File: src/csr_pkg.sv
// Purpose: Shared constants for the cascaded two-wire slave register block
// Assumes: 125 MHz system clock, APB register access, 8-bit serial registers
// Notes:
// Notes on behaviour
// Four user flag bits, host writable individually
// Flags survive sleep, cleared by forced reset
// Bytes travel most significant bit first
// Data changes only with clock low
// Ignore bus until a start is seen
// Stop ends transaction, back to standby
// Receiver pulls data low on ninth clock
// Ack matching slave byte and all written bytes (code: no ack for the byte that sets bit 7 of 0ah, forced reset wins)
// Read continues only on ack, else stop
// Master sends stop after read nack
// Write is slave, address, then data bytes
// Master ends write with stop after ack
// Store data at fall after eighth bit
// Pointer increments after write, wraps past 0ah
// Random read: address write, repeated start, read
// Pointer increments after eighth read bit
// Master nacks last read byte, then stops
// Current-address read uses previous pointer
// Lower answers 0101000x, upper 0101001x
// Cascade link: one clock, two data lines
// Lower forwards bus traffic; mismatch ignores till stop (code: a repeated start also ends ignoring)
// One shared pointer, zero at power-on reset
package csr_pkg;

  ////////////////////////////////////////////////////////////////////////////
  // Serial register space
  localparam int NUM_REGS = 11;
  localparam logic [3:0] LAST_REG = 4'ha;
  localparam logic [3:0] USER_FLAG_REG = 4'h9;
  localparam int USER_FLAG_LSB = 0;
  localparam int USER_FLAG_W = 4;
  localparam logic [3:0] FORCE_POR_REG = 4'ha;
  localparam int FORCE_POR_BIT = 7;
  localparam logic [7:0] REG_RESET = 8'h00;

  // Slave byte patterns, read/write bit masked off
  localparam logic [6:0] SLAVE_ADDR_LOWER = 7'h28;
  localparam logic [6:0] SLAVE_ADDR_UPPER = 7'h29;
  localparam logic [3:0] BITS_PER_BYTE = 4'h8;

  ////////////////////////////////////////////////////////////////////////////
  // APB map
  localparam logic [7:0] APB_CTRL = 8'h00;
  localparam logic [7:0] APB_STATUS = 8'h04;
  localparam logic [7:0] APB_REG_BASE = 8'h40;
  localparam logic [7:0] APB_REG_LAST = 8'h68;
  localparam int CTRL_UPPER_BIT = 0;
  localparam int CTRL_ENABLE_BIT = 1;
  localparam int CTRL_SLEEP_BIT = 2;
  localparam logic [2:0] CTRL_RESET = 3'h2;
  localparam int STAT_BUSY_BIT = 0;
  localparam int STAT_MATCH_BIT = 1;
  localparam int STAT_READ_BIT = 2;
  localparam int STAT_PTR_LSB = 4;

  // Bus state machine
  typedef enum logic [3:0] {
    CSR_IDLE, CSR_SLAVE, CSR_SLV_ACK, CSR_ADDR, CSR_ADDR_ACK,
    CSR_WDATA, CSR_WDATA_ACK, CSR_RDATA, CSR_RACK, CSR_IGNORE
  } csr_state_t;

endpackage

File: src/csr_i2c_slave.sv
// Purpose: Two-wire slave with cascade forwarding and small register space
// Assumes: Master makes the serial clock; bus pins are open drain
// Notes: Pins are oversampled by clk after a two-stage synchroniser
`timescale 1ns/100ps
module csr_i2c_slave (
  // Clock and reset
  input wire logic clk,
  input wire logic rst,
  // APB slave
  input wire logic psel,
  input wire logic penable,
  input wire logic pwrite,
  input wire logic [7:0] paddr,
  input wire logic [31:0] pwdata,
  output logic [31:0] prdata,
  output logic pready,
  output logic pslverr,
  // Serial bus pins
  input wire logic scl_in,
  input wire logic sda_in,
  output logic sda_out,
  output logic sda_oe,
  // Cascade link
  output logic casc_scl_out,
  output logic casc_sda_out,
  input wire logic casc_sda_in,
  // User flags
  output logic [3:0] user_flags
);

  ////////////////////////////////////////////////////////////////////////////
  // Declarations
  logic [2:0] sync_q;
  logic scl_s, sda_s, ret_s;
  logic scl_d, sda_d;
  logic scl_rise, scl_fall, start_det, stop_det;
  logic [2:0] ctrl;
  logic upper, enable, sleep;
  csr_pkg::csr_state_t state;
  logic [3:0] bit_cnt;
  logic [7:0] shift_in;
  logic [7:0] tx;
  logic [3:0] ptr;
  logic rw;
  logic matched;
  logic acked;
  logic own_pull;
  logic wr_en;
  logic [3:0] wr_idx;
  logic [7:0] wr_data;
  logic [7:0] regs [0:csr_pkg::NUM_REGS-1];
  logic [7:0] rd_byte;
  logic apb_setup;
  logic [31:0] next_prdata;
  logic next_slverr;

  // Register read with zero outside the space
  function automatic logic [7:0] reg_rd(input logic [3:0] idx,
                                        input logic [7:0] r10,
                                        input logic [7:0] r9,
                                        input logic [7:0] lo);
    logic [7:0] v;
    v = 8'h00;
    if (idx == csr_pkg::LAST_REG) begin
      v = r10;
    end else if (idx == csr_pkg::USER_FLAG_REG) begin
      v = r9;
    end else if (idx < csr_pkg::USER_FLAG_REG) begin
      v = lo;
    end
    return v;
  endfunction

  // Pointer step with wrap past the last register
  function automatic logic [3:0] ptr_inc(input logic [3:0] p);
    logic [3:0] n;
    n = 4'h0;
    if (p < csr_pkg::LAST_REG) begin
      n = p + 4'h1;
    end
    return n;
  endfunction

  assign upper = ctrl[csr_pkg::CTRL_UPPER_BIT];
  assign enable = ctrl[csr_pkg::CTRL_ENABLE_BIT];
  assign sleep = ctrl[csr_pkg::CTRL_SLEEP_BIT];

  // Byte the current pointer would send next
  assign rd_byte = reg_rd(ptr, regs[10], regs[9], regs[ptr]);

  ////////////////////////////////////////////////////////////////////////////
  // Pin synchronisers and edge detection
  csr_sync #(.W(3), .RST_VAL(3'h7)) u_sync (
    .clk(clk),
    .rst(rst),
    .d({casc_sda_in, sda_in, scl_in}),
    .q(sync_q)
  );

  assign scl_s = sync_q[0];
  assign sda_s = sync_q[1];
  assign ret_s = sync_q[2];

  // Delayed copies for edge finding
  always_ff @(posedge clk or posedge rst) begin
    if (rst) begin
      scl_d <= 1'b1;
      sda_d <= 1'b1;
    end else begin
      scl_d <= scl_s;
      sda_d <= sda_s;
    end
  end

  // Data edges with clock high are start or stop only
  assign scl_rise = scl_s & ~scl_d;
  assign scl_fall = ~scl_s & scl_d;
  assign start_det = scl_s & scl_d & sda_d & ~sda_s;
  assign stop_det = scl_s & scl_d & ~sda_d & sda_s;

  ////////////////////////////////////////////////////////////////////////////
  // Bus state machine
  always_ff @(posedge clk or posedge rst) begin
    if (rst) begin
      state <= csr_pkg::CSR_IDLE;
      bit_cnt <= 4'h0;
      shift_in <= 8'h00;
      tx <= 8'h00;
      ptr <= 4'h0;
      rw <= 1'b0;
      matched <= 1'b0;
      acked <= 1'b0;
      own_pull <= 1'b0;
    end else if (!enable || sleep || (wr_en && wr_idx ==
               csr_pkg::FORCE_POR_REG && wr_data[csr_pkg::FORCE_POR_BIT])) begin
      // Disabled, asleep or forced reset: back to standby
      state <= csr_pkg::CSR_IDLE;
      own_pull <= 1'b0;
      matched <= 1'b0;
      if (enable && !sleep) begin
        ptr <= 4'h0;
      end
    end else if (stop_det) begin
      state <= csr_pkg::CSR_IDLE;
      own_pull <= 1'b0;
      matched <= 1'b0;
    end else if (start_det) begin
      state <= csr_pkg::CSR_SLAVE;
      bit_cnt <= 4'h0;
      own_pull <= 1'b0;
      matched <= 1'b0;
    end else begin
      if (scl_rise) begin
        // Sample on rising clock, first bit is bit 7
        shift_in <= {shift_in[6:0], sda_s};
        bit_cnt <= bit_cnt + 4'h1;
        if (state == csr_pkg::CSR_RACK) begin
          acked <= ~sda_s;
        end
      end
      if (scl_fall) begin
        case (state)
          csr_pkg::CSR_SLAVE: begin
            if (bit_cnt == csr_pkg::BITS_PER_BYTE) begin
              if (shift_in[7:1] == (upper ? csr_pkg::SLAVE_ADDR_UPPER :
                  csr_pkg::SLAVE_ADDR_LOWER)) begin
                state <= csr_pkg::CSR_SLV_ACK;
                own_pull <= 1'b1;
                rw <= shift_in[0];
                matched <= 1'b1;
              end else begin
                state <= csr_pkg::CSR_IGNORE;
              end
            end
          end
          csr_pkg::CSR_SLV_ACK: begin
            bit_cnt <= 4'h0;
            if (rw) begin
              // Read from the current pointer
              tx <= rd_byte;
              own_pull <= ~rd_byte[7];
              state <= csr_pkg::CSR_RDATA;
            end else begin
              own_pull <= 1'b0;
              state <= csr_pkg::CSR_ADDR;
            end
          end
          csr_pkg::CSR_ADDR: begin
            if (bit_cnt == csr_pkg::BITS_PER_BYTE) begin
              ptr <= shift_in[3:0];
              own_pull <= 1'b1;
              state <= csr_pkg::CSR_ADDR_ACK;
            end
          end
          csr_pkg::CSR_ADDR_ACK: begin
            own_pull <= 1'b0;
            bit_cnt <= 4'h0;
            state <= csr_pkg::CSR_WDATA;
          end
          csr_pkg::CSR_WDATA: begin
            if (bit_cnt == csr_pkg::BITS_PER_BYTE) begin
              own_pull <= 1'b1;
              state <= csr_pkg::CSR_WDATA_ACK;
            end
          end
          csr_pkg::CSR_WDATA_ACK: begin
            own_pull <= 1'b0;
            bit_cnt <= 4'h0;
            ptr <= ptr_inc(ptr);
            state <= csr_pkg::CSR_WDATA;
          end
          csr_pkg::CSR_RDATA: begin
            if (bit_cnt == csr_pkg::BITS_PER_BYTE) begin
              own_pull <= 1'b0;
              ptr <= ptr_inc(ptr);
              state <= csr_pkg::CSR_RACK;
            end else begin
              // Next bit goes out while the clock is low
              tx <= {tx[6:0], 1'b0};
              own_pull <= ~tx[6];
            end
          end
          csr_pkg::CSR_RACK: begin
            bit_cnt <= 4'h0;
            if (acked) begin
              tx <= rd_byte;
              own_pull <= ~rd_byte[7];
              state <= csr_pkg::CSR_RDATA;
            end else begin
              own_pull <= 1'b0;
              state <= csr_pkg::CSR_IGNORE;
            end
          end
          csr_pkg::CSR_IDLE, csr_pkg::CSR_IGNORE: begin
            own_pull <= 1'b0;
          end
          default: begin
            state <= csr_pkg::CSR_IDLE;
            own_pull <= 1'b0;
          end
        endcase
      end
    end
  end

  // Write strobe at the fall after the eighth data bit
  assign wr_en = enable && !sleep && !start_det && !stop_det && scl_fall &&
                 state == csr_pkg::CSR_WDATA &&
                 bit_cnt == csr_pkg::BITS_PER_BYTE;
  assign wr_idx = ptr;
  assign wr_data = shift_in;

  ////////////////////////////////////////////////////////////////////////////
  // Register space
  genvar g;
  generate
    for (g = 0; g < csr_pkg::NUM_REGS; g++) begin : g_reg
      always_ff @(posedge clk or posedge rst) begin
        if (rst) begin
          regs[g] <= csr_pkg::REG_RESET;
        end else if (wr_en && wr_idx == csr_pkg::FORCE_POR_REG &&
                     wr_data[csr_pkg::FORCE_POR_BIT]) begin
          regs[g] <= csr_pkg::REG_RESET;
        end else if (sleep && g != int'(csr_pkg::USER_FLAG_REG)) begin
          regs[g] <= csr_pkg::REG_RESET;
        end else if (wr_en && wr_idx == 4'(g)) begin
          regs[g] <= wr_data;
        end
      end
    end
  endgenerate

  // Flags are registered copies of their register bits, one clock behind
  always_ff @(posedge clk or posedge rst) begin
    if (rst) begin
      user_flags <= 4'h0;
    end else begin
      user_flags <= regs[csr_pkg::USER_FLAG_REG][csr_pkg::USER_FLAG_LSB +:
                    csr_pkg::USER_FLAG_W];
    end
  end

  ////////////////////////////////////////////////////////////////////////////
  // Pin drivers and cascade forwarding
  always_ff @(posedge clk or posedge rst) begin
    if (rst) begin
      sda_out <= 1'b0;
      sda_oe <= 1'b0;
      casc_scl_out <= 1'b1;
      casc_sda_out <= 1'b1;
    end else begin
      sda_out <= 1'b0;
      // Lower device also passes the upper device's pull-downs back
      sda_oe <= own_pull | (enable & ~upper & ~ret_s);
      casc_scl_out <= upper | ~enable | scl_s;
      casc_sda_out <= upper | ~enable | sda_s;
    end
  end

  ////////////////////////////////////////////////////////////////////////////
  // APB slave
  assign apb_setup = psel & ~penable & ~pready;

  // Read data and error decode
  always_comb begin
    next_prdata = 32'h0000_0000;
    next_slverr = 1'b0;
    if (paddr == csr_pkg::APB_CTRL) begin
      next_prdata[2:0] = ctrl;
    end else if (paddr == csr_pkg::APB_STATUS) begin
      next_prdata[csr_pkg::STAT_BUSY_BIT] = (state != csr_pkg::CSR_IDLE);
      next_prdata[csr_pkg::STAT_MATCH_BIT] = matched;
      next_prdata[csr_pkg::STAT_READ_BIT] = rw;
      next_prdata[csr_pkg::STAT_PTR_LSB +: 4] = ptr;
    end else if (paddr >= csr_pkg::APB_REG_BASE &&
                 paddr <= csr_pkg::APB_REG_LAST &&
                 paddr[1:0] == 2'h0) begin
      next_prdata[7:0] = regs[4'(paddr[5:2])];
      next_slverr = pwrite;
    end else begin
      next_slverr = 1'b1;
    end
  end

  // Answer in the first access cycle
  always_ff @(posedge clk or posedge rst) begin
    if (rst) begin
      pready <= 1'b0;
      prdata <= 32'h0000_0000;
      pslverr <= 1'b0;
    end else begin
      pready <= apb_setup;
      pslverr <= apb_setup & next_slverr;
      if (apb_setup && !pwrite) begin
        prdata <= next_prdata;
      end
    end
  end

  // Control register write
  always_ff @(posedge clk or posedge rst) begin
    if (rst) begin
      ctrl <= csr_pkg::CTRL_RESET;
    end else if (psel && penable && pready && pwrite &&
                 paddr == csr_pkg::APB_CTRL) begin
      ctrl <= pwdata[2:0];
    end
  end

endmodule // csr_i2c_slave

File: src/csr_sync.sv
// Purpose: Two flip-flop synchroniser for pins from outside the clock domain
// Assumes: Inputs are slow levels relative to clk
// Notes: Only the second stage may be read by other logic
`timescale 1ns/100ps
module csr_sync #(
  parameter int W = 1,
  parameter logic [W-1:0] RST_VAL = '1
) (
  // Clock and reset
  input wire logic clk,
  input wire logic rst,
  // Data
  input wire logic [W-1:0] d,
  output logic [W-1:0] q
);

  logic [W-1:0] meta;

  // One two-stage chain per bit
  genvar i;
  generate
    for (i = 0; i < W; i++) begin : g_bit
      always_ff @(posedge clk or posedge rst) begin
        if (rst) begin
          meta[i] <= RST_VAL[i];
          q[i] <= RST_VAL[i];
        end else begin
          meta[i] <= d[i];
          q[i] <= meta[i];
        end
      end
    end
  endgenerate

endmodule // csr_sync
File: config.mk
export PLATFORM = sky130hd
export DESIGN_NAME = csr_i2c_slave
export DESIGN_NICKNAME = d
export VERILOG_FILES = /design/src/csr_pkg.sv /design/src/csr_i2c_slave.sv /design/src/csr_sync.sv
export SDC_FILE = /design/constraint.sdc
export NUM_CORES = 1
export LEC_CHECK = 0
export ABC_AREA = 1
export BUFFER_PORTS_ARGS = -buffer_cell sky130_fd_sc_hd__buf_2
export CORE_ASPECT_RATIO = 0.8
export CORE_MARGIN = 1.5
export CORE_UTILIZATION = 45
export DETAILED_ROUTE_END_ITERATION = 7
export GPL_ROUTABILITY_DRIVEN = 0
export PLACE_DENSITY = 0.66
export RECOVER_POWER = 100
export SYNTH_ARGS = -nofsm -noshare
export SYNTH_HDL_FRONTEND = slang
export SYNTH_SLANG_ARGS = --single-unit
File: constraint.sdc
create_clock -name clk -period 4.9 [get_ports clk]
set_input_delay 0.735 -clock clk [delete_from_list [all_inputs] [get_ports clk]]
set_output_delay 0.735 -clock clk [all_outputs]
set_load 0.02 [all_outputs]
==> results of run 1 <==
cells by family after synthesis:
family	synth area share, %
AOI/OAI and AO/OA	16.4
xor gates and xnor gates	0.307
adders and majority gates	1.02
buffers and inverters	10.3
DFF	43.2
other	0.0438
and+or+nand+nor	28.8
flip-flops by register name (all words and copies together), names as in the netlist:
name	cells
matched	1
own_pull	1
casc_sda_out	1
sda_oe	1
prdata	8
state	4
casc_scl_out	1
u_sync.q	3
regs	88
u_sync.meta	3
rw	1
ptr	4
pready	1
user_flags	4
sda_d	1
bit_cnt	4
tx	7
ctrl	3
acked	1
scl_d	1
pslverr	1
shift_in	8
cell usage after synthesis, types with 3 or more instances:
library cell / count
a21oi_1: 35
buf_2: 13
buf_4: 26
buf_6: 8
clkbuf_1: 9
clkinv_1: 3
dfrtp_1: 136
dfstp_2: 11
ha_1: 7
inv_1: 111
inv_2: 14
nand2_1: 351
nand2_2: 7
nand2_4: 8
nand3_1: 64
nand3_2: 3
nand3b_1: 3
nor2_1: 105
nor2_2: 12
nor3_1: 15
o211ai_1: 4
o21ai_0: 66
o21ai_1: 30
o21ai_2: 56
o22ai_1: 22
final cells by class:
class	instances	area (µm²)	share of cell area (%)
multi-input combinational	835	3870	42.3
sequential	147	3690	40.3
inverter	129	492	5.37
clock buffer	19	433	4.73
tap	253	317	3.46
clock inverter	13	186	2.04
timing repair buffer	38	165	1.80
layer usage:
metal  wire length [µm]  share of wire [%]
met4                440                1.8
met5                  0                  0
met1              11600                 47
met3               2780                 11
met2               9710                 40
how the worst max path moves through the flow:
stage,start,endpoint,slack (ns),cells after the start
after CTS,ptr[0]$_DFFE_PP0P_,regs[81]$_DFFE_PP0P_,1.57,10
after floorplan,rst,acked$_DFFE_PP0P_,0.23,1
final,ptr[0]$_DFFE_PP0P_,regs[31]$_DFFE_PP0P_,1.02,10
after global routing,ptr[0]$_DFFE_PP0P_,regs[20]$_DFFE_PP0P_,0.79,9
after detailed placement,ptr[0]$_DFFE_PP0P_,regs[81]$_DFFE_PP0P_,1.57,10
after global placement,ptr[0]$_DFFE_PP0P_,regs[83]$_DFFE_PP0P_,1.63,10
worst max-delay path, delay by kind of cell (launching register included):
| kind | cells | cell delay, ns |
|---|---|---|
| compound gates | 1 | 0.26 |
| fa+ha+maj | 1 | 0.46 |
| buf+inv | 4 | 1.61 |
| flops | 1 | 0.32 |
| simple gates | 4 | 1.11 |
power breakdown:
group          internal (mW)  switching (mW)
clock                  0.852           0.534
sequential              1.22         0.00400
combinational         0.0254           0.104
total                   2.10           0.641
stage by stage:
step / setup WS [ns] / area [µm²]
finish: 1.02 / 9150
global route: 0.786 / 9150
CTS: 1.57 / 9390
detailed placement: 1.57 / 8770
global placement: 1.63 / 8770
floorplan: 0.232 / 8640
==> summary.md, run 1 <==
| Metric | Value |
|---|---|
| Total setup violations reported at the end of the flow | `0` |
| Period utilization | `79.2%` |
| Hold Path End | `u_sync.q[2]$_DFF_PP1_` |
| Netlist area before placement | `8550 µm²` |
| Worst path required time | `5.25 ns` |
| Die area | `19900 µm²` |
| Final slew viol count | `61` |
| Maximum fanout encountered on the critical timing path | `47` |
| Met2 Usage GRT | `33.8%` |
| Synth async-reset ratio | `100%` |
| Worst max-slew margin expressed relative to the limit | `-13.0%` |
| Total Negative Setup Slacks | `0 ns` |
| Launch instance of the worst min-delay path | `u_sync.meta[2]$_DFF_PP1_` |
| Number of iterations in the first detailed-routing pass | `7` |
| Period minus WS final | `3.88 ns` |
| Avg Synthesized Cell Area | `7.47 µm²` |
| Root Buffer | `clkbuf_16` |
| Vias | `7581` |
| Clock sink count | `147` |
| Setup Skew | `0.00855 ns` |
| GRT busiest layer | `met1` |
| Cells after Synth | `1145` |
| Critical setup path kind | `flop to flop` |
| Ys Warns | `0` |
| Result of the run | `finished with violations` |
| Cell leakage power | `4.42 nW` |
| Die extent in x | `157 µm` |
| Primary FF master, synth | `dfrtp_1` |
| Placed Instances | `1402` |
| TritonCTS buffer count | `17` |
| Internal reg-to-reg setup slack | `1.02 ns` |
| Depth of the most critical reg-to-reg path | `10` |
| R2r startpoint | `ptr[0]$_DFFE_PP0P_` |
| Worst hold stages | `0` |
| Antenna violation net count after detailed routing | `0` |
| Worst setup EP type | `flop` |
| Detail Placement HPWL | `16.9 mm` |
| Number of standard-cell rows in the floorplan | `44` |
| Detail-routed net length per standard cell | `17.1 µm` |
| Number of standard cells in the final layout excluding fillers | `1434` |
| Maximum resistive drop on vdd | `0.230 mV` |
| Detailed-route DRC error count | `0` |
| Number of enable-type register cells in the synthesized netlist | `0` |
| Total of fill cells in the finished design | `1881` |
| Highest attainable clock frequency | `258 MHz` |
| Cell with the largest stage delay on the worst path | `inv_1` |
| Met3 global-route usage | `8.81%` |
| Type of the worst min-delay path | `flop to flop` |
| Crit start category | `flop` |
| Number of global-route vias before repair | `6720` |
| Clock transition at the registers of the reported paths | `0.06 ns` |
| Routed wire length | `24.6 mm` |
| Reg2Reg Capture Point | `regs[31]$_DFFE_PP0P_` |
| Ratio of routed vias to standard cells | `5.29` |
| Library cells used by synthesis | `44` |
| Number of gates resized after cts | `0` |
| I/O Buffers | `35` |
| Area share of the largest cell type after synthesis | `39.8%` |
| Pwr per Cell Area | `299 nW/µm²` |
| Post-CTS Setup Bufs | `0` |
| Most common cell after layout, fill and taps aside | `nand2_1` |
| Clock tree from TritonCTS | `yes` |
| Power after layout | `2.74 mW` |
| Final antenna diode count | `0` |
| Most frequent cell on the critical path | `nand2_1` |
| Unrepaired setup endpoints after global routing | `false` |
| Wire length of the first global-routing pass | `38.4 mm` |
| Die outline height | `126 µm` |
| Hold-fix buffers at CTS | `0` |
| Count of nets after finishing | `1223` |
| Final hold slack | `0.359 ns` |
| DRC marker count from the first detailed-route iteration | `846` |
| Number of endpoints with negative hold slack in the final report | `0` |
| Maximum number of pins on one net before global-route repair | `91` |
| Antenna violations before repair | `0` |
| Later-pin clock latency in the skew report | `0.44 ns` |
| Cells taking the most area after synthesis | `dfrtp_1, nand2_1, o21ai_2` |
| Violated checks | `capacitance limit, slew limit` |
| Critical Path Max Stage Delay | `0.64 ns` |
| Cell type contributing the most total cell area after synthesis | `dfrtp_1` |
| Effective utilization at floorplan | `46.5%` |
| Maximum clock path buffer count | `2` |
| Area of the core region | `18400 µm²` |
| Post-synthesis register bit count | `147` |
| Worst-path cell chain | `buf_4 -> inv_1 -> ha_1 -> nand2_1 -> inv_1 -> nand2_1 -> nand2_1 -> inv_1 -> nand2_1 -> o21ai_0` |
| Number of top-level pins | `90` |
| Layout cell share with drive strength beyond 1 | `8.72%` |
| GRT met1 Usage | `39.7%` |
| Worst Path Arrival | `4.23 ns` |
| Number of levels the H-tree was split into | `4` |
| P&R area growth vs syn | `7.01%` |
| Worst slew pin tran | `1.70 ns` |
| Utilization of the core after routing | `49.8%` |
| Global-route usage over all layers | `25.8%` |
| Sequential-to-total area share from yosys stat | `43.2%` |
| Max-capacitance violation count | `2` |
| Top library cells by usage in the layout, fill and taps aside | `nand2_1, o21ai_0, dfrtp_1` |
| Final global-route overflow total | `0` |
Note: power is estimated with default switching activity, not from simulation.
==> inputs of run 2 (changes only) <==
PLACE_DENSITY = default   (was 0.66)
clock period = 3.9 ns   (was 4.9 ns; I/O delays follow)
==> run 2 against run 1 <==
The flow still finishes with violations (capacitance limit, slew limit). Wire length increased by 1.8%. Via count shrank 0.24%. First-iteration DRC count shrank 9.2%. Cell count increased by 0.35%. Critical path type unchanged. Clock-buffer cell count did not move. Total power increased by 22%. Register-to-register slack lost 0.26 ns. Global-route usage rose by 0.95 points. Utilization up 0.12 points.
==> summary.md, run 2 (synthesized netlist as in run 1, its figures left out) <==
| Metric | Value |
|---|---|
| Pwr per Cell Area | `365 nW/µm² (was 299 nW/µm²)` |
| Detailed-route DRC error count | `0 (unchanged)` |
| I/O Buffers | `35 (unchanged)` |
| Post-CTS Setup Bufs | `0 (unchanged)` |
| Violated checks | `capacitance limit, slew limit (unchanged)` |
| Layout cell share with drive strength beyond 1 | `9.95% (was 8.72%)` |
| Worst Path Arrival | `3.43 ns (was 4.23 ns)` |
| Total of fill cells in the finished design | `1962 (was 1881)` |
| DRC marker count from the first detailed-route iteration | `768 (was 846)` |
| Flip-flop count of the largest register, all copies and words added | `88 (unchanged)` |
| Period utilization | `80.5% (was 79.2%)` |
| Number of global-route vias before repair | `6961 (was 6720)` |
| Total Negative Setup Slacks | `0 ns (unchanged)` |
| Type of the worst min-delay path | `primary input to flop (was flop to flop)` |
| Final slew viol count | `32 (was 61)` |
| Global-route usage over all layers | `26.8% (was 25.8%)` |
| Result of the run | `finished with violations (unchanged)` |
| Final antenna diode count | `0 (unchanged)` |
| TritonCTS buffer count | `17 (unchanged)` |
| P&R area growth vs syn | `7.27% (was 7.01%)` |
| Worst setup timing slack at the placement stage | `1.23 ns (was 1.57 ns)` |
| Critical setup path kind | `flop to flop (unchanged)` |
| Final global-route overflow total | `0 (unchanged)` |
| Critical Path Max Stage Delay | `0.74 ns (was 0.64 ns)` |
| Maximum fanout encountered on the critical timing path | `15 (was 47)` |
| Worst path required time | `4.19 ns (was 5.25 ns)` |
| Setup ws final | `0.760 ns (was 1.02 ns)` |
| Period minus WS final | `3.14 ns (was 3.88 ns)` |
| Worst max-slew margin expressed relative to the limit | `-1.32% (was -13.0%)` |
| Crit start category | `flop (unchanged)` |
| Effective utilization at floorplan | `46.5% (unchanged)` |
| Die extent in x | `157 µm (unchanged)` |
| Register with the most flip-flops | `regs (unchanged)` |
| Setup Skew | `0.0163 ns (was 0.00855 ns)` |
| Internal reg-to-reg setup slack | `0.76 ns (was 1.02 ns)` |
| Number of gates resized after cts | `0 (unchanged)` |
| Ratio of routed vias to standard cells | `5.26 (was 5.29)` |
| Largest registers in the final layout | `regs x88, prdata x8, shift_in x8 (unchanged)` |
| Clock sink count | `147 (unchanged)` |
| Maximum resistive drop on vdd | `0.214 mV (was 0.230 mV)` |
| Maximum clock path buffer count | `2 (unchanged)` |
| Number of top-level pins | `90 (unchanged)` |
| Antenna violation net count after detailed routing | `0 (unchanged)` |
| Number of endpoints with negative hold slack in the final report | `0 (unchanged)` |
| Antenna violations before repair | `0 (unchanged)` |
| Number of levels the H-tree was split into | `4 (unchanged)` |
| Reg area | `3690 µm² (unchanged)` |
| Number of iterations in the first detailed-routing pass | `5 (was 7)` |
| Hold-fix buffers at CTS | `0 (unchanged)` |
| Clock transition at the registers of the reported paths | `0.07 ns (was 0.06 ns)` |
| Maximum number of pins on one net before global-route repair | `83 (was 91)` |
| Most common cell after layout, fill and taps aside | `nand2_1 (unchanged)` |
| Routed wire length | `25.0 mm (was 24.6 mm)` |
| Cell with the largest stage delay on the worst path | `clkbuf_1 (was inv_1)` |
| Cell leakage power | `4.45 nW (was 4.42 nW)` |
| Worst slew pin tran | `1.51 ns (was 1.70 ns)` |
| Max-capacitance violation count | `1 (was 2)` |
| Later-pin clock latency in the skew report | `0.45 ns (was 0.44 ns)` |
| Die outline height | `126 µm (unchanged)` |
| Wire length of the first global-routing pass | `39.7 mm (was 38.4 mm)` |
| Highest attainable clock frequency | `318 MHz (was 258 MHz)` |
| Clock tree from TritonCTS | `yes (unchanged)` |
| Total setup violations reported at the end of the flow | `0 (unchanged)` |
| Die area | `19900 µm² (unchanged)` |
| Detail Placement HPWL | `17.6 mm (was 16.9 mm)` |
| Count of nets after finishing | `1228 (was 1223)` |
| Number of standard-cell rows in the floorplan | `44 (unchanged)` |
| Worst-path cell chain | `clkbuf_1 -> ha_1 -> nand2_1 -> inv_1 -> nand2_2 -> nand2_1 -> inv_2 -> nand2_1 -> o21ai_0 (was buf_4 -> inv_1 -> ha_1 -> nand2_1 -> inv_1 -> nand2_1 -> nand2_1 -> inv_1 -> nand2_1 -> o21ai_0)` |
| Root Buffer | `clkbuf_16 (unchanged)` |
| Most frequent cell on the critical path | `nand2_1 (unchanged)` |
| Multi-input combinational cell area | `3880 µm² (was 3870 µm²)` |
| Area of the core region | `18400 µm² (unchanged)` |
| Detail-routed net length per standard cell | `17.4 µm (was 17.1 µm)` |
| Top library cells by usage in the layout, fill and taps aside | `nand2_1, dfrtp_1, o21ai_0 (was nand2_1, o21ai_0, dfrtp_1)` |
| Vias | `7563 (was 7581)` |
| Unrepaired setup endpoints after global routing | `false (unchanged)` |
| Worst setup EP type | `flop (unchanged)` |
[run 2: cell types whose count changed in the layout (fill, tap and decap cells not counted), sizes merged]
cell | before | now
inv | 127 | 137
clkinv | 7 | 4
clkbuf | 41 | 39
clkinvlp | 4 | 1
buf | 16 | 23
bufinv | 4 | 0
[run 2: path summary, 6_finish.rpt]
path | startpoint | endpoint | cells past startpoint
min reg2reg | u_sync.meta[2]$_DFF_PP1_ | u_sync.q[2]$_DFF_PP1_ | 0
max in group asynchronous | rst | pready$_DFF_PP0_ | 3
max reg2reg | ptr[1]$_DFFE_PP0P_ | regs[31]$_DFFE_PP0P_ | 9
min in group asynchronous | rst | regs[35]$_DFFE_PP0P_ | 2
min | scl_in | u_sync.meta[0]$_DFF_PP1_ | 1
max | ptr[1]$_DFFE_PP0P_ | regs[31]$_DFFE_PP0P_ | 9
[run 2: metrics by stage]
stage	hold slack [ns]	instance area [µm²]	cells	power [mW]	utilization, %
finish	0.231	9180	1439	3.35	49.9
CTS	0.219	9400	1439	3.37	51.1
floorplan	0.345	8650	1169	1.70	-
global placement	0.347	8820	1407	1.74	48.0
global route	0.215	9180	1439	3.46	49.9
detailed placement	0.348	8820	1407	1.74	48.0
[run 2: power by group]
part | internal, mW | switching [mW]
combinational | 0.0349 | 0.132
clock | 0.889 | 0.752
sequential | 1.54 | 0.00480
[run 2: final cells by class]
cell class	count	share of cell area, %
clock buffers	19	4.95
clock inverters	13	1.38
repair buffers	43	2.40
well taps	253	3.45
multi-input cells	835	42.3
flip-flops and latches	147	40.2
inverters	129	5.32
[run 2: routing by layer]
metal	GRT usage, %	wire (µm)	up-vias
met5	0	0	-
met4	8.16	459	0
met2	35.1	9670	320
li1	-	-	3683
met1	41.5	12500	3520
met3	8.06	2360	40
[run 2: worst max-delay path, delay by kind of cell, from the launching register on]
family | cells | cell delay (ns)
adders and majority gates | 1 | 0.34
buffers and inverters | 3 | 1.15
AOI/OAI and AO/OA | 1 | 0.13
and+or+nand+nor | 4 | 0.99
DFF | 1 | 0.36
==> inputs of run 3 (changes only) <==
PLACE_DENSITY = 0.66   (was default)
clock period = 2.7 ns   (was 3.9 ns; I/O delays follow)
==> run 3 against run 2 <==
The run still ends with capacitance limit, slew limit left. Maximum frequency grew 29%. Combinational power grew 46%. Wire length shrank 0.26%. Register-to-register slack lost 0.50 ns. Total power grew 50%. Via count grew 2.5%. Clock skew shrank 0.0078 ns. Global-route usage shrank 0.61 points. Worst setup slack lost 0.50 ns. Flip-flop and latch count is the same. Clock power grew 55%. Final area grew 0.48%. Critical endpoint unchanged. Highest routed layer unchanged.
==> summary.md, run 3 (synthesized netlist as in run 1, its figures left out) <==
| Metric | Value |
|---|---|
| Number of endpoints with negative hold slack in the final report | `0 (unchanged)` |
| Crit start category | `flop (unchanged)` |
| Die outline height | `126 µm (unchanged)` |
| Antenna violations before repair | `0 (unchanged)` |
| Maximum fanout encountered on the critical timing path | `9 (was 15)` |
| Most common cell after layout, fill and taps aside | `nand2_1 (unchanged)` |
| Clock transition at the registers of the reported paths | `0.07 ns (about the same)` |
| Later-pin clock latency in the skew report | `0.44 ns (was 0.45 ns)` |
| Effective utilization at floorplan | `46.5% (unchanged)` |
| Layout cell share with drive strength beyond 1 | `10.0% (was 9.95%)` |
| Final global-route overflow total | `0 (unchanged)` |
| DRC marker count from the first detailed-route iteration | `955 (was 768)` |
| Maximum clock path buffer count | `2 (unchanged)` |
| Vias | `7749 (was 7563)` |
| Worst max-slew margin expressed relative to the limit | `-8.83% (was -1.32%)` |
| Highest attainable clock frequency | `410 MHz (was 318 MHz)` |
| Cell leakage power | `4.38 nW (was 4.45 nW)` |
| Wire length of the first global-routing pass | `39.1 mm (was 39.7 mm)` |
| Top library cells by usage in the layout, fill and taps aside | `nand2_1, dfrtp_1, o21ai_0 (unchanged)` |
| Cell with the largest stage delay on the worst path | `nor4_2 (was clkbuf_1)` |
| Setup Skew | `0.00856 ns (was 0.0163 ns)` |
| Period minus WS final | `2.44 ns (was 3.14 ns)` |
| Category of cells accounting for the largest share of critical-path delay | `simple AND/OR/NAND/NOR gates (was buffers and inverters)` |
| WP buf/inv | `2 (was 3)` |
| Number of standard-cell rows in the floorplan | `44 (unchanged)` |
| Pwr per Cell Area | `543 nW/µm² (was 365 nW/µm²)` |
| Detail-routed net length per standard cell | `17.2 µm (was 17.4 µm)` |
| Post-CTS Setup Bufs | `0 (unchanged)` |
| Worst Path Arrival | `2.73 ns (was 3.43 ns)` |
| Die extent in x | `157 µm (unchanged)` |
| Hold-fix buffers at CTS | `0 (unchanged)` |
| Violated checks | `capacitance limit, slew limit (unchanged)` |
| Result of the run | `finished with violations (unchanged)` |
| Utilization of the core after routing | `50.1% (was 49.9%)` |
| Flip-flop count of the largest register, all copies and words added | `88 (unchanged)` |
| Worst setup EP type | `flop (unchanged)` |
| Critical setup path kind | `flop to flop (unchanged)` |
| Antenna violation net count after detailed routing | `0 (unchanged)` |
| Number of iterations in the first detailed-routing pass | `5 (unchanged)` |
| Detailed-route DRC error count | `0 (unchanged)` |
| Global-route usage over all layers | `26.1% (was 26.8%)` |
| Routed wire length | `24.9 mm (was 25.0 mm)` |
| Number of standard cells in the final layout excluding fillers | `1449 (was 1439)` |
| Worst slew pin tran | `1.62 ns (was 1.51 ns)` |
| Type of the worst min-delay path | `primary input to flop (unchanged)` |
| Post-route design area | `9220 µm² (was 9180 µm²)` |
| Final antenna diode count | `0 (unchanged)` |
| Number of levels the H-tree was split into | `4 (unchanged)` |
| Die area | `19900 µm² (unchanged)` |
| Maximum number of pins on one net before global-route repair | `44 (was 83)` |
| Area of the core region | `18400 µm² (unchanged)` |
| Final slew viol count | `35 (was 32)` |
| Internal reg-to-reg setup slack | `0.26 ns (was 0.76 ns)` |
| Number of top-level pins | `90 (unchanged)` |
| Clock tree from TritonCTS | `yes (unchanged)` |
| Total Negative Setup Slacks | `0 ns (unchanged)` |
| Worst-path cell chain | `inv_1 -> ha_1 -> nand3_2 -> nor4_2 -> nand2_1 -> nand2_1 -> inv_2 -> nand2_2 -> o21ai_0 (was clkbuf_1 -> ha_1 -> nand2_1 -> inv_1 -> nand2_2 -> nand2_1 -> inv_2 -> nand2_1 -> o21ai_0)` |
| I/O Buffers | `35 (unchanged)` |
| P&R area growth vs syn | `7.78% (was 7.27%)` |
| Power after layout | `5.00 mW (was 3.35 mW)` |
| Maximum resistive drop on vdd | `0.314 mV (was 0.214 mV)` |
| Count of nets after finishing | `1238 (was 1228)` |
| Clock sink count | `147 (unchanged)` |
| Critical Path Max Stage Delay | `0.49 ns (was 0.74 ns)` |
| Worst path required time | `2.99 ns (was 4.19 ns)` |
| Largest registers in the final layout | `regs x88, prdata x8, shift_in x8 (unchanged)` |
| Total setup violations reported at the end of the flow | `0 (unchanged)` |
| Max-capacitance violation count | `1 (unchanged)` |
| Most frequent cell on the critical path | `nand2_1 (unchanged)` |
| Placed Instances | `1417 (was 1407)` |
| Root Buffer | `clkbuf_16 (unchanged)` |
| Detail Placement HPWL | `17.7 mm (was 17.6 mm)` |
| Number of gates resized after cts | `0 (unchanged)` |
| Period utilization | `90.4% (was 80.5%)` |
| Number of global-route vias before repair | `7025 (was 6961)` |
| Instance area at placement | `8920 µm² (was 8820 µm²)` |
| Unrepaired setup endpoints after global routing | `false (unchanged)` |
| Register with the most flip-flops | `regs (unchanged)` |
| Ratio of routed vias to standard cells | `5.35 (was 5.26)` |
| TritonCTS buffer count | `17 (unchanged)` |
[run 3: cell types whose count changed in the layout (fill, tap and decap cells not counted), sizes merged, moves of 2 or more]
| cell | delta |
|---|---|
| buf | +5 |
| inv | -5 |
| clkinv | +2 |
| bufinv | +3 |
| clkbuf | +2 |
| clkinvlp | +2 |
[run 3: final cells by class]
cell class              instances  area [µm²]
multi-input cells             835        3820
flip-flops and latches        147        3690
inverters                     129         485
fillers                      1905        9170
well taps                     253         317
repair buffers                 53         287
clock buffers                  17         425
clock inverters                15         196
[run 3: metrics by stage]
stage | hold WS [ns] | setup WS (ns)
2_1_floorplan | 0.345 | 0.457
3_3_place_gp | 0.346 | 0.369
3_5_place_dp | 0.348 | 0.304
4_1_cts | 0.0417 | 0.304
5_1_grt | 0.0376 | 0.0741
6_report | 0.0581 | 0.259
[run 3: worst paths after layout]
check,startpoint,end,cells after the start
worst min-delay path,sda_in,u_sync.meta[1]$_DFF_PP1_,1
max in group asynchronous,rst,state[0]$_DFFE_PP0P_,3
min in group asynchronous,rst,regs[77]$_DFFE_PP0P_,2
worst max register to register,bit_cnt[1]$_DFFE_PP0N_,regs[31]$_DFFE_PP0P_,9
worst max-delay path,bit_cnt[1]$_DFFE_PP0N_,regs[31]$_DFFE_PP0P_,9
worst min register to register,u_sync.meta[2]$_DFF_PP1_,u_sync.q[2]$_DFF_PP1_,0
[run 3: metal layers]
layer	global-route usage, %	wire [µm]	vias up
li1	-	-	3691
met1	40.2	11900	3607
met2	35.8	9770	410
met3	6.70	2780	41
met4	7.38	481	0
met5	0	0	-
[run 3: where the power goes]
part           switching (mW)  internal (mW)  total, mW
Clock                    1.05           1.48       2.54
Combinational           0.189         0.0541      0.243
Sequential            0.00723           2.22       2.23
Total                    1.25           3.76       5.00
